[src/shared/fault_sup_pkg.sv]
// Package for the high-side fault supervisor: constants, status layout, carriers.
// Assumes all comparator inputs are already digital levels from the analog front end.
package fault_sup_pkg;

    localparam int unsigned CLK_HZ        = 40_000_000;
    localparam int unsigned WORD_BITS     = 8;
    localparam int unsigned LOW_SEL_BITS  = 3;
    localparam int unsigned FILT_SEL_BITS = 2;

    // Overcurrent filter times in microseconds, selected by a 2-bit code
    localparam int unsigned OC_FILT_US0 = 1;
    localparam int unsigned OC_FILT_US1 = 2;
    localparam int unsigned OC_FILT_US2 = 4;
    localparam int unsigned OC_FILT_US3 = 8;
    localparam int unsigned CYC_PER_US  = CLK_HZ / 1_000_000;
    localparam int unsigned FILT_CNT_W  = 10;

    // Status word bit positions
    localparam int unsigned ST_THERMAL = 0;
    localparam int unsigned ST_HIGHBAT = 1;
    localparam int unsigned ST_LOWBAT  = 2;
    localparam int unsigned ST_OPEN    = 3;
    localparam int unsigned ST_OC_LOW  = 4;
    localparam int unsigned ST_OC_HIGH = 5;
    localparam int unsigned ST_GND     = 6;
    localparam int unsigned ST_OUTON   = 7;

    localparam logic [WORD_BITS-1:0] STATUS_RST = 8'h00;

    // Protection configuration held by the serial registers
    typedef struct packed {
        logic                     high_battery_guard_off;
        logic                     low_battery_guard_off;
        logic                     open_detect_off;
        logic [LOW_SEL_BITS-1:0]  low_overcurrent_level;
        logic                     high_overcurrent_level;
        logic [FILT_SEL_BITS-1:0] overcurrent_filter_time;
    } prot_cfg_t;

    localparam prot_cfg_t CFG_DEFAULT = '0;

    // Comparator levels from the analog front end
    typedef struct packed {
        logic                    over_temp;
        logic                    over_volt;
        logic                    below_uv;
        logic                    below_por;
        logic                    above_min;
        logic                    open_load;
        logic                    gate_low;
        logic [(1<<LOW_SEL_BITS)-1:0] oc_low_hit;
        logic [1:0]              oc_high_hit;
        logic                    gnd_lost;
    } sense_t;

    typedef enum logic [1:0] { OUT_IDLE, OUT_ON, OUT_LATCHED } out_state_t;

endpackage : fault_sup_pkg

[src/rtl/sync2.sv]
// Two-flop synchroniser for a vector of asynchronous levels.
// Assumes the levels are quasi-static compared with the clock.
`timescale 1ns/10ps
`default_nettype none
module sync2 #(
    parameter int unsigned W = 1
) (
    input  wire logic         clock,
    input  wire logic         rst,
    input  wire logic [W-1:0] din,
    output logic      [W-1:0] dout
);
    logic [W-1:0] meta_q;

    always_ff @(posedge clock or posedge rst)
    begin
        if (rst)
        begin
            meta_q <= '0;
            dout   <= '0;
        end
        else
        begin
            meta_q <= din;
            dout   <= meta_q;
        end
    end
endmodule : sync2
`default_nettype wire

[src/rtl/oc_filter.sv]
// Overcurrent low filter: counts cycles the selected low level is exceeded.
// Assumes the level input is synchronised and the limit is at least one.
`timescale 1ns/10ps
`default_nettype none
module oc_filter
    import fault_sup_pkg::*;
#(
    parameter int unsigned CW = FILT_CNT_W
) (
    input  wire logic          clock,
    input  wire logic          rst,
    input  wire logic          active,
    input  wire logic [CW-1:0] limit,
    output logic               expired
);
    logic [CW-1:0] cnt_q;

    always_ff @(posedge clock or posedge rst)
    begin
        if (rst)
        begin
            cnt_q   <= '0;
            expired <= 1'b0;
        end
        else if (!active)
        begin
            cnt_q   <= '0;
            expired <= 1'b0;
        end
        else if (cnt_q >= limit)
        begin
            expired <= 1'b1;
        end
        else
        begin
            cnt_q <= cnt_q + 1'b1;
        end
    end
endmodule : oc_filter
`default_nettype wire

[src/rtl/high_side_fault_supervisor.sv]
// High-side switch fault supervisor: protections, fault pad, latched status.
// Assumes a serial front end delivers config, a read strobe and a frame start.
// Operation
// - Logic supply loss resets configuration; direct input still drives output.
// - Without logic supply protections run on default settings and default sense ratio.
// - Fault pad low on thermal, battery high/low, open-load or overcurrent.
// - Fault pad releases when fault ends, except overcurrent and some undervoltage.
// - Fault bits held, shifted out on first valid transfer, and cleared.
// - Thermal detection only while the output is on.
// - Thermal fault turns output off until cooled, then resumes, repeating.
// - Thermal flag set, cleared only by valid read or reset.
// - Battery high holds output off; flag in status bit one until read.
// - A control bit disables battery-high shutdown and its reporting.
// - Battery low: output off, fault pad low, low-battery flag set.
// - Recovery with command off releases pad; flag stays until read.
// - Recovery with command on keeps output off, pad low, until off-on cycle.
// - Low-battery guard off: no report, output unchanged above 2.5 V.
// - Open load detected only while off, after gate low; cleared on read.
// - Eight low overcurrent levels, two high levels, one of each active.
// - Low overcurrent beyond filter time latches output off.
// - High overcurrent latches and switches off at once.
// - Overcurrent latch holds output off until commanded off then on.
// - Between reset threshold and 2.5 V: output off, pad high, flag held.
// - Ground disconnect switches output off regardless of state.
`timescale 1ns/10ps
`default_nettype none
module high_side_fault_supervisor
    import fault_sup_pkg::*;
(
    input  wire logic                 clock,
    input  wire logic                 rst,
    input  wire logic                 logic_supply_ok,
    input  wire logic                 direct_in,
    input  wire logic                 serial_on_cmd,
    input  wire prot_cfg_t            cfg_in,
    input  wire logic                 cfg_load,
    input  wire logic                 frame_start,
    input  wire logic                 read_valid,
    input  wire sense_t               sense,
    output logic                      output_gate,
    output logic                      fault_indicator_pad_n,
    output logic                      sense_ratio_default,
    output logic [WORD_BITS-1:0]      status_word,
    output logic [WORD_BITS-1:0]      shift_word
);
    localparam int unsigned SW = $bits(sense_t);

    sense_t                s;
    logic                  supply_ok;
    logic                  din_s;
    prot_cfg_t             cfg_q;
    prot_cfg_t             cfg_eff;
    out_state_t            st_q;
    logic                  cmd;
    logic                  cmd_q;
    logic                  uv_lock_q;
    logic [WORD_BITS-1:0]  flags_q;
    logic [WORD_BITS-1:0]  set_v;
    logic                  oc_low_lvl;
    logic                  oc_high_lvl;
    logic                  oc_low_exp;
    logic [FILT_CNT_W-1:0] filt_lim;
    logic                  thermal_act;
    logic                  therm_hold_q;
    logic                  hibat_act;
    logic                  lobat_act;
    logic                  open_act;
    logic                  allowed;

    sync2 #(.W(SW + 2)) u_sync (
        .clock (clock),
        .rst   (rst),
        .din   ({sense, logic_supply_ok, direct_in}),
        .dout  ({s, supply_ok, din_s})
    );

    // Configuration: held at defaults while the logic supply is out
    always_ff @(posedge clock or posedge rst)
    begin
        if (rst)
            cfg_q <= CFG_DEFAULT;
        else if (!supply_ok)
            cfg_q <= CFG_DEFAULT;
        else if (cfg_load)
            cfg_q <= cfg_in;
    end

    assign cfg_eff = supply_ok ? cfg_q : CFG_DEFAULT;
    assign cmd     = supply_ok ? (serial_on_cmd | din_s) : din_s;

    always_ff @(posedge clock or posedge rst)
    begin
        if (rst)
            sense_ratio_default <= 1'b1;
        else
            sense_ratio_default <= !supply_ok;
    end

    // Level selection: one low and one high level active at a time
    assign oc_low_lvl  = s.oc_low_hit[cfg_eff.low_overcurrent_level];
    assign oc_high_lvl = s.oc_high_hit[cfg_eff.high_overcurrent_level];

    always_comb
    begin
        case (cfg_eff.overcurrent_filter_time)
            2'h0:    filt_lim = FILT_CNT_W'(OC_FILT_US0 * CYC_PER_US);
            2'h1:    filt_lim = FILT_CNT_W'(OC_FILT_US1 * CYC_PER_US);
            2'h2:    filt_lim = FILT_CNT_W'(OC_FILT_US2 * CYC_PER_US);
            default: filt_lim = FILT_CNT_W'(OC_FILT_US3 * CYC_PER_US);
        endcase
    end

    oc_filter #(.CW(FILT_CNT_W)) u_filt (
        .clock   (clock),
        .rst     (rst),
        .active  (oc_low_lvl && st_q == OUT_ON),
        .limit   (filt_lim),
        .expired (oc_low_exp)
    );

    assign thermal_act = s.over_temp && st_q == OUT_ON;
    assign hibat_act   = s.over_volt && !cfg_eff.high_battery_guard_off;
    assign lobat_act   = s.below_uv && !s.below_por && !cfg_eff.low_battery_guard_off;
    assign open_act    = s.open_load && s.gate_low && st_q != OUT_ON
                         && !cfg_eff.open_detect_off;

    // Non-latching faults block the output only while present
    assign allowed = !thermal_act && !therm_hold_q && !hibat_act && !lobat_act && !s.gnd_lost
                     && s.above_min
                     && !(s.below_por && !cfg_eff.low_battery_guard_off);

    // Thermal shutdown holds until the sensor clears or the command drops, else the output would chatter
    always_ff @(posedge clock or posedge rst)
    begin
        if (rst)
            therm_hold_q <= 1'b0;
        else if (!s.over_temp || !cmd)
            therm_hold_q <= 1'b0;
        else if (thermal_act)
            therm_hold_q <= 1'b1;
    end

    always_ff @(posedge clock or posedge rst)
    begin
        if (rst)
            cmd_q <= 1'b0;
        else
            cmd_q <= cmd;
    end

    // Output state: overcurrent and undervoltage-with-command-on latch off
    always_ff @(posedge clock or posedge rst)
    begin
        if (rst)
            st_q <= OUT_IDLE;
        else
        begin
            case (st_q)
                OUT_IDLE:
                    if (cmd && allowed && !uv_lock_q)
                        st_q <= OUT_ON;
                OUT_ON:
                    if (oc_high_lvl || oc_low_exp)
                        st_q <= OUT_LATCHED;
                    else if (!cmd || !allowed)
                        st_q <= OUT_IDLE;
                OUT_LATCHED:
                    if (!cmd)
                        st_q <= OUT_IDLE;
                default:
                    st_q <= OUT_IDLE;
            endcase
        end
    end

    // Undervoltage while commanded on locks output until off-on cycle
    always_ff @(posedge clock or posedge rst)
    begin
        if (rst)
            uv_lock_q <= 1'b0;
        else if (!cmd)
            uv_lock_q <= 1'b0;
        else if (lobat_act && cmd_q)
            uv_lock_q <= 1'b1;
    end

    always_ff @(posedge clock or posedge rst)
    begin
        if (rst)
            output_gate <= 1'b0;
        else
            output_gate <= (st_q == OUT_ON) && cmd && allowed
                           && !oc_high_lvl && !oc_low_exp;
    end

    always_comb
    begin
        set_v             = '0;
        set_v[ST_THERMAL] = thermal_act;
        set_v[ST_HIGHBAT] = hibat_act;
        set_v[ST_LOWBAT]  = (s.below_uv || s.below_por) && !cfg_eff.low_battery_guard_off;
        set_v[ST_OPEN]    = open_act;
        set_v[ST_OC_LOW]  = oc_low_exp && st_q == OUT_ON;
        set_v[ST_OC_HIGH] = oc_high_lvl && st_q == OUT_ON;
        set_v[ST_GND]     = s.gnd_lost;
    end

    // Sticky flags: set wins over the read clear
    always_ff @(posedge clock or posedge rst)
    begin
        if (rst)
            flags_q <= STATUS_RST;
        else if (read_valid)
            flags_q <= set_v;
        else
            flags_q <= flags_q | set_v;
    end

    // Snapshot on frame start, before any clear by the read
    always_ff @(posedge clock or posedge rst)
    begin
        if (rst)
            shift_word <= STATUS_RST;
        else if (frame_start)
            shift_word <= {output_gate, flags_q[ST_GND:0] | set_v[ST_GND:0]};
    end

    always_ff @(posedge clock or posedge rst)
    begin
        if (rst)
            status_word <= STATUS_RST;
        else
            status_word <= {output_gate, flags_q[ST_GND:0]};
    end

    // Fault pad: live faults, plus latched overcurrent and undervoltage lock
    always_ff @(posedge clock or posedge rst)
    begin
        if (rst)
            fault_indicator_pad_n <= 1'b1;
        else
            fault_indicator_pad_n <= !(thermal_act || therm_hold_q || hibat_act || lobat_act
                                       || open_act
                                       || st_q == OUT_LATCHED
                                       || (uv_lock_q && cmd));
    end

    AST_LATCH_OFF: assert property (@(posedge clock) disable iff (rst)
        st_q == OUT_LATCHED |=> !output_gate)
        else $error("output on while overcurrent latched");

    AST_PAD_LATCH: assert property (@(posedge clock) disable iff (rst)
        st_q == OUT_LATCHED |=> !fault_indicator_pad_n)
        else $error("fault pad high during overcurrent latch");

    AST_GND_OFF: assert property (@(posedge clock) disable iff (rst)
        s.gnd_lost |=> !output_gate)
        else $error("output on with ground lost");

    AST_HIBAT_OFF: assert property (@(posedge clock) disable iff (rst)
        hibat_act |=> !output_gate && flags_q[ST_HIGHBAT])
        else $error("battery high not handled");

    AST_GUARD_OFF: assert property (@(posedge clock) disable iff (rst)
        cfg_eff.high_battery_guard_off && !flags_q[ST_HIGHBAT] |=> !flags_q[ST_HIGHBAT])
        else $error("battery high reported while disabled");

    AST_THERM_FLAG: assert property (@(posedge clock) disable iff (rst)
        thermal_act && !read_valid |=> flags_q[ST_THERMAL] [*1])
        else $error("thermal flag not set");

    AST_THERM_HOLD: assert property (@(posedge clock) disable iff (rst)
        therm_hold_q |=> !output_gate)
        else $error("output on during thermal hold");

    AST_CFG_DEF: assert property (@(posedge clock) disable iff (rst)
        !supply_ok |=> cfg_q == CFG_DEFAULT)
        else $error("config kept without logic supply");

    AST_SNAP: assert property (@(posedge clock) disable iff (rst)
        frame_start && flags_q[ST_OPEN] |=> shift_word[ST_OPEN])
        else $error("flag lost from shift word");

    AST_OPEN_OFF: assert property (@(posedge clock) disable iff (rst)
        open_act |=> flags_q[ST_OPEN] && !output_gate)
        else $error("open load not latched while off");

    AST_HIGH_OC: assert property (@(posedge clock) disable iff (rst)
        oc_high_lvl && st_q == OUT_ON |=> st_q == OUT_LATCHED ##1 !output_gate)
        else $error("high overcurrent not latched at once");

    AST_UV_LOCK: assert property (@(posedge clock) disable iff (rst)
        uv_lock_q && cmd |=> !output_gate && !fault_indicator_pad_n)
        else $error("undervoltage lock released early");

    AST_POR_OFF: assert property (@(posedge clock) disable iff (rst)
        s.below_por && !cfg_eff.low_battery_guard_off |=> !output_gate)
        else $error("output on below reset threshold");

    AST_BELOW_MIN: assert property (@(posedge clock) disable iff (rst)
        !s.above_min |=> !output_gate)
        else $error("output on below minimum battery");

endmodule : high_side_fault_supervisor
`default_nettype wire

[config.mk]
export PLATFORM = sky130hd
export DESIGN_NAME = high_side_fault_supervisor
export DESIGN_NICKNAME = d
export VERILOG_FILES = /design/src/shared/fault_sup_pkg.sv /design/src/rtl/sync2.sv /design/src/rtl/oc_filter.sv /design/src/rtl/high_side_fault_supervisor.sv
export SDC_FILE = /design/constraint.sdc
export NUM_CORES = 1
export LEC_CHECK = 0
export BUFFER_PORTS_ARGS = -buffer_cell sky130_fd_sc_hd__buf_2
export CAP_MARGIN = 30
export CORE_UTILIZATION = 55
export CTS_CLUSTER_SIZE = 16
export DETAILED_ROUTE_END_ITERATION = 8
export PLACE_DENSITY = 0.78
export SYNTH_ARGS = -nofsm -noshare
export SYNTH_HDL_FRONTEND = slang
export SYNTH_SLANG_ARGS = --single-unit
[constraint.sdc]
create_clock -name clock -period 3.9 [get_ports clock]
set_clock_uncertainty 0.1 [all_clocks]
set_input_delay 0.39 -clock clock [delete_from_list [all_inputs] [get_ports clock]]
set_output_delay 0.39 -clock clock [all_outputs]
set_load 0.03 [all_outputs]
==> metrics.yaml <==
p_leak_nw: 1.801
cts_made_buffers: 9
avgSynthCellArea_sq_um: 13.10
cts_root_buffer: "clkbuf_8"
drt_iter0_markers: 122
start_util: 0.5826
r2r_slack_ns: 1.25
dominantRegCellSynth: "dfrtp_1"
fp.dieArea_sq_um: 6289
max_cap_viol_count: 0
grt_max_degree: 44
route.antenna.remaining_nets: 0
whs_ns: 0.04451
grt_overflow_total: 0
ys_top_cells_by_count: "dfrtp_1 (89), nor2_1 (30), a21oi_1 (19)"
criticalPathCategory: "reg -> reg"
cts_tree: "done"
clk_latency_ns: 0.35
synth.area.top_cells: "dfrtp_1 (68%), mux2i_1 (3.7%), nor2_1 (3.4%)"
globalRouteTotalUtil: 0.2001
io_pins: 54
cp.required_ns: 4.07
hp-class: "in -> reg"
clockBufferDepth: 2
grt_pass1_vias: 1996
die_y_um: 79.31
worst_path_max_delay_cell: "or4_1"
synth_cell_type_count: 42
synth_top_area_share: 0.6776
cp-end-kind: "register"
tns_ns: 0
postSynthNetCount: 294
cts_sinks: 91
async_flop_share: 1.000
place.gp.congestion: 0.7848
post-route-min-period_ns: 2.649
fin_nets: 354
h-tree-depth: 3
cts_resized: 0
crit_buf_inv: 0
total_power_mw: 1.683
synth_top_cell_by_area: "dfrtp_1"
crit_path_max_incr_delay_ns: 0.57
ys_ff_latch: 91
synth_edf_count: 0
drive_above_1_share: 0.2468
timing.final.max_slew_violations: 0
power_density_nw_per_um2: 442.6
netlist_area_sq_um: 3287
rsz0062_at_grt: "no"
fmax_mhz: 377.5
startpoint_type: "register"
die_w_um: 79.31
drt_first_pass_iters: 4
postCtsHoldBufs: 1
n_antenna_cell: 0
grt_first_pass_wirelength_um: 9259
setup_viol: 0
num_rows: 27
syn_inst: 251
crit_family: "simple AND/OR/NAND/NOR gates"
viasPerCell: 5.278
dr_total_vias: 2048
status: "complete, no violations"
critPathMaxFanout: 16
yosysMostFrequentCell: "dfrtp_1"
crit_chain: "and2_1 -> nand2b_1 -> ha_1 -> and4b_1 -> nor3_2 -> o21ai_2 -> or4_1 -> a21oi_1"
routed_wl_um: 5369
fin_crit_sh: 0.6792
fillers: 416
area_growth_pct: 15.68
timing.slew.headroom: 0.6023
worst_pin_slew_ns: 0.5954
antenna_found_initial: 0
hold_violations: 0
ys_seq_area_frac: 0.6936
place_hpwl_um: 3759
wl_per_cell_um: 13.84
cp.arrival_ns: 2.82
drc: 0
io_buffers: 53
max-vdd-ir-drop_mv: 0.3048
yosys_warnings: 0
postCtsSetupRepairBufs: 0
core_region_area_sq_um: 5642
clk_pin_slew_worst_paths_ns: 0.08
-- flip-flops by register name, summed over array words and instances, names as in the netlist --
| signal | count |
|---|---|
| cfg_q | 9 |
| cmd_q | 1 |
| fault_indicator_pad_n | 1 |
| flags_q | 7 |
| output_gate | 1 |
| sense_ratio_default | 1 |
| shift_word | 8 |
| st_q | 2 |
| status_word | 8 |
| therm_hold_q | 1 |
| u_filt.cnt_q | 10 |
| u_filt.expired | 1 |
| u_sync.dout | 20 |
| u_sync.meta_q | 20 |
| uv_lock_q | 1 |
-- cell type report --
class / instances / area [sq um] / share of cell area
Clock buffer: 10 / 127.6 / 0.03356
Clock inverter: 6 / 40.04 / 0.01053
Inverter: 11 / 42.54 / 0.01119
Multi-Input combinational cell: 142 / 932.1 / 0.2451
Sequential cell: 91 / 2280 / 0.5995
Tap cell: 72 / 90.09 / 0.02369
Timing Repair Buffer: 56 / 290.3 / 0.07634
-- per-layer routing --
metal / vias up / wire [um] / GRT usage
met5: - / 0 / 0
li1: 986 / - / -
met2: 70 / 2504 / 0.2905
met1: 982 / 2499 / 0.2845
met4: 0 / 99 / 0.1073
met3: 10 / 265 / 0.04253
-- layout by cell type (no fill, tap or decap), types with 6 or more instances in the layout --
cell type,synthesis,routed
a21oi_1,19,19
buf_2,3,53
clkbuf_8,0,9
dfrtp_1,89,89
ha_1,8,8
inv_1,11,10
mux2i_1,12,12
nand2_1,10,10
nor2_1,30,30
nor2b_1,6,6
o21ai_0,8,8
-- path summary, 6_finish.rpt --
path	start	end	cells after the start
max	u_sync.dout[1]	u_filt.cnt_q[9]	8
min	sense[15]	u_sync.meta_q[17]	1
max reg2reg	u_sync.dout[1]	u_filt.cnt_q[9]	8
min reg2reg	u_sync.meta_q[8]	u_sync.dout[8]	0
max in group asynchronous	rst	fault_indicator_pad_n	4
min in group asynchronous	rst	u_sync.meta_q[16]	3
-- logic make-up after synthesis --
| logic type | Yosys count | share of synthesized area |
|---|---|---|
| flops | 91 | 0.6936 |
| buf+inv | 18 | 0.02284 |
| xor+xnor | 2 | 0.005330 |
| fa+ha+maj | 8 | 0.03045 |
| compound gates | 49 | 0.09517 |
| simple gates | 69 | 0.1058 |
| mux | 14 | 0.04682 |
-- through the flow --
step / cells / instance area [sq um] / util / setup slack [ns]
floorplan: 251 / 3287 / - / 1.050
global placement: 371 / 3625 / 0.6425 / 1.345
detailed placement: 371 / 3625 / 0.6425 / 1.263
CTS: 388 / 3802 / 0.6740 / 1.249
global route: 388 / 3802 / 0.6740 / 1.011
finish: 388 / 3802 / 0.6740 / 1.251
-- power breakdown --
part | switching, mW | internal [mW]
Sequential | 0.0221 | 0.988
Combinational | 0.0814 | 0.0476
Clock | 0.313 | 0.232
-- worst register-to-register path, delay by kind of cell, from the launching register on --
family / cells / cell delay, ns
AO/OA/AOI/OAI: 2 / 0.37
adder cells (fa/ha/maj): 1 / 0.28
flip-flops: 1 / 0.54
AND/OR/NAND/NOR: 5 / 1.27
Power figures use the tool's default switching activity.
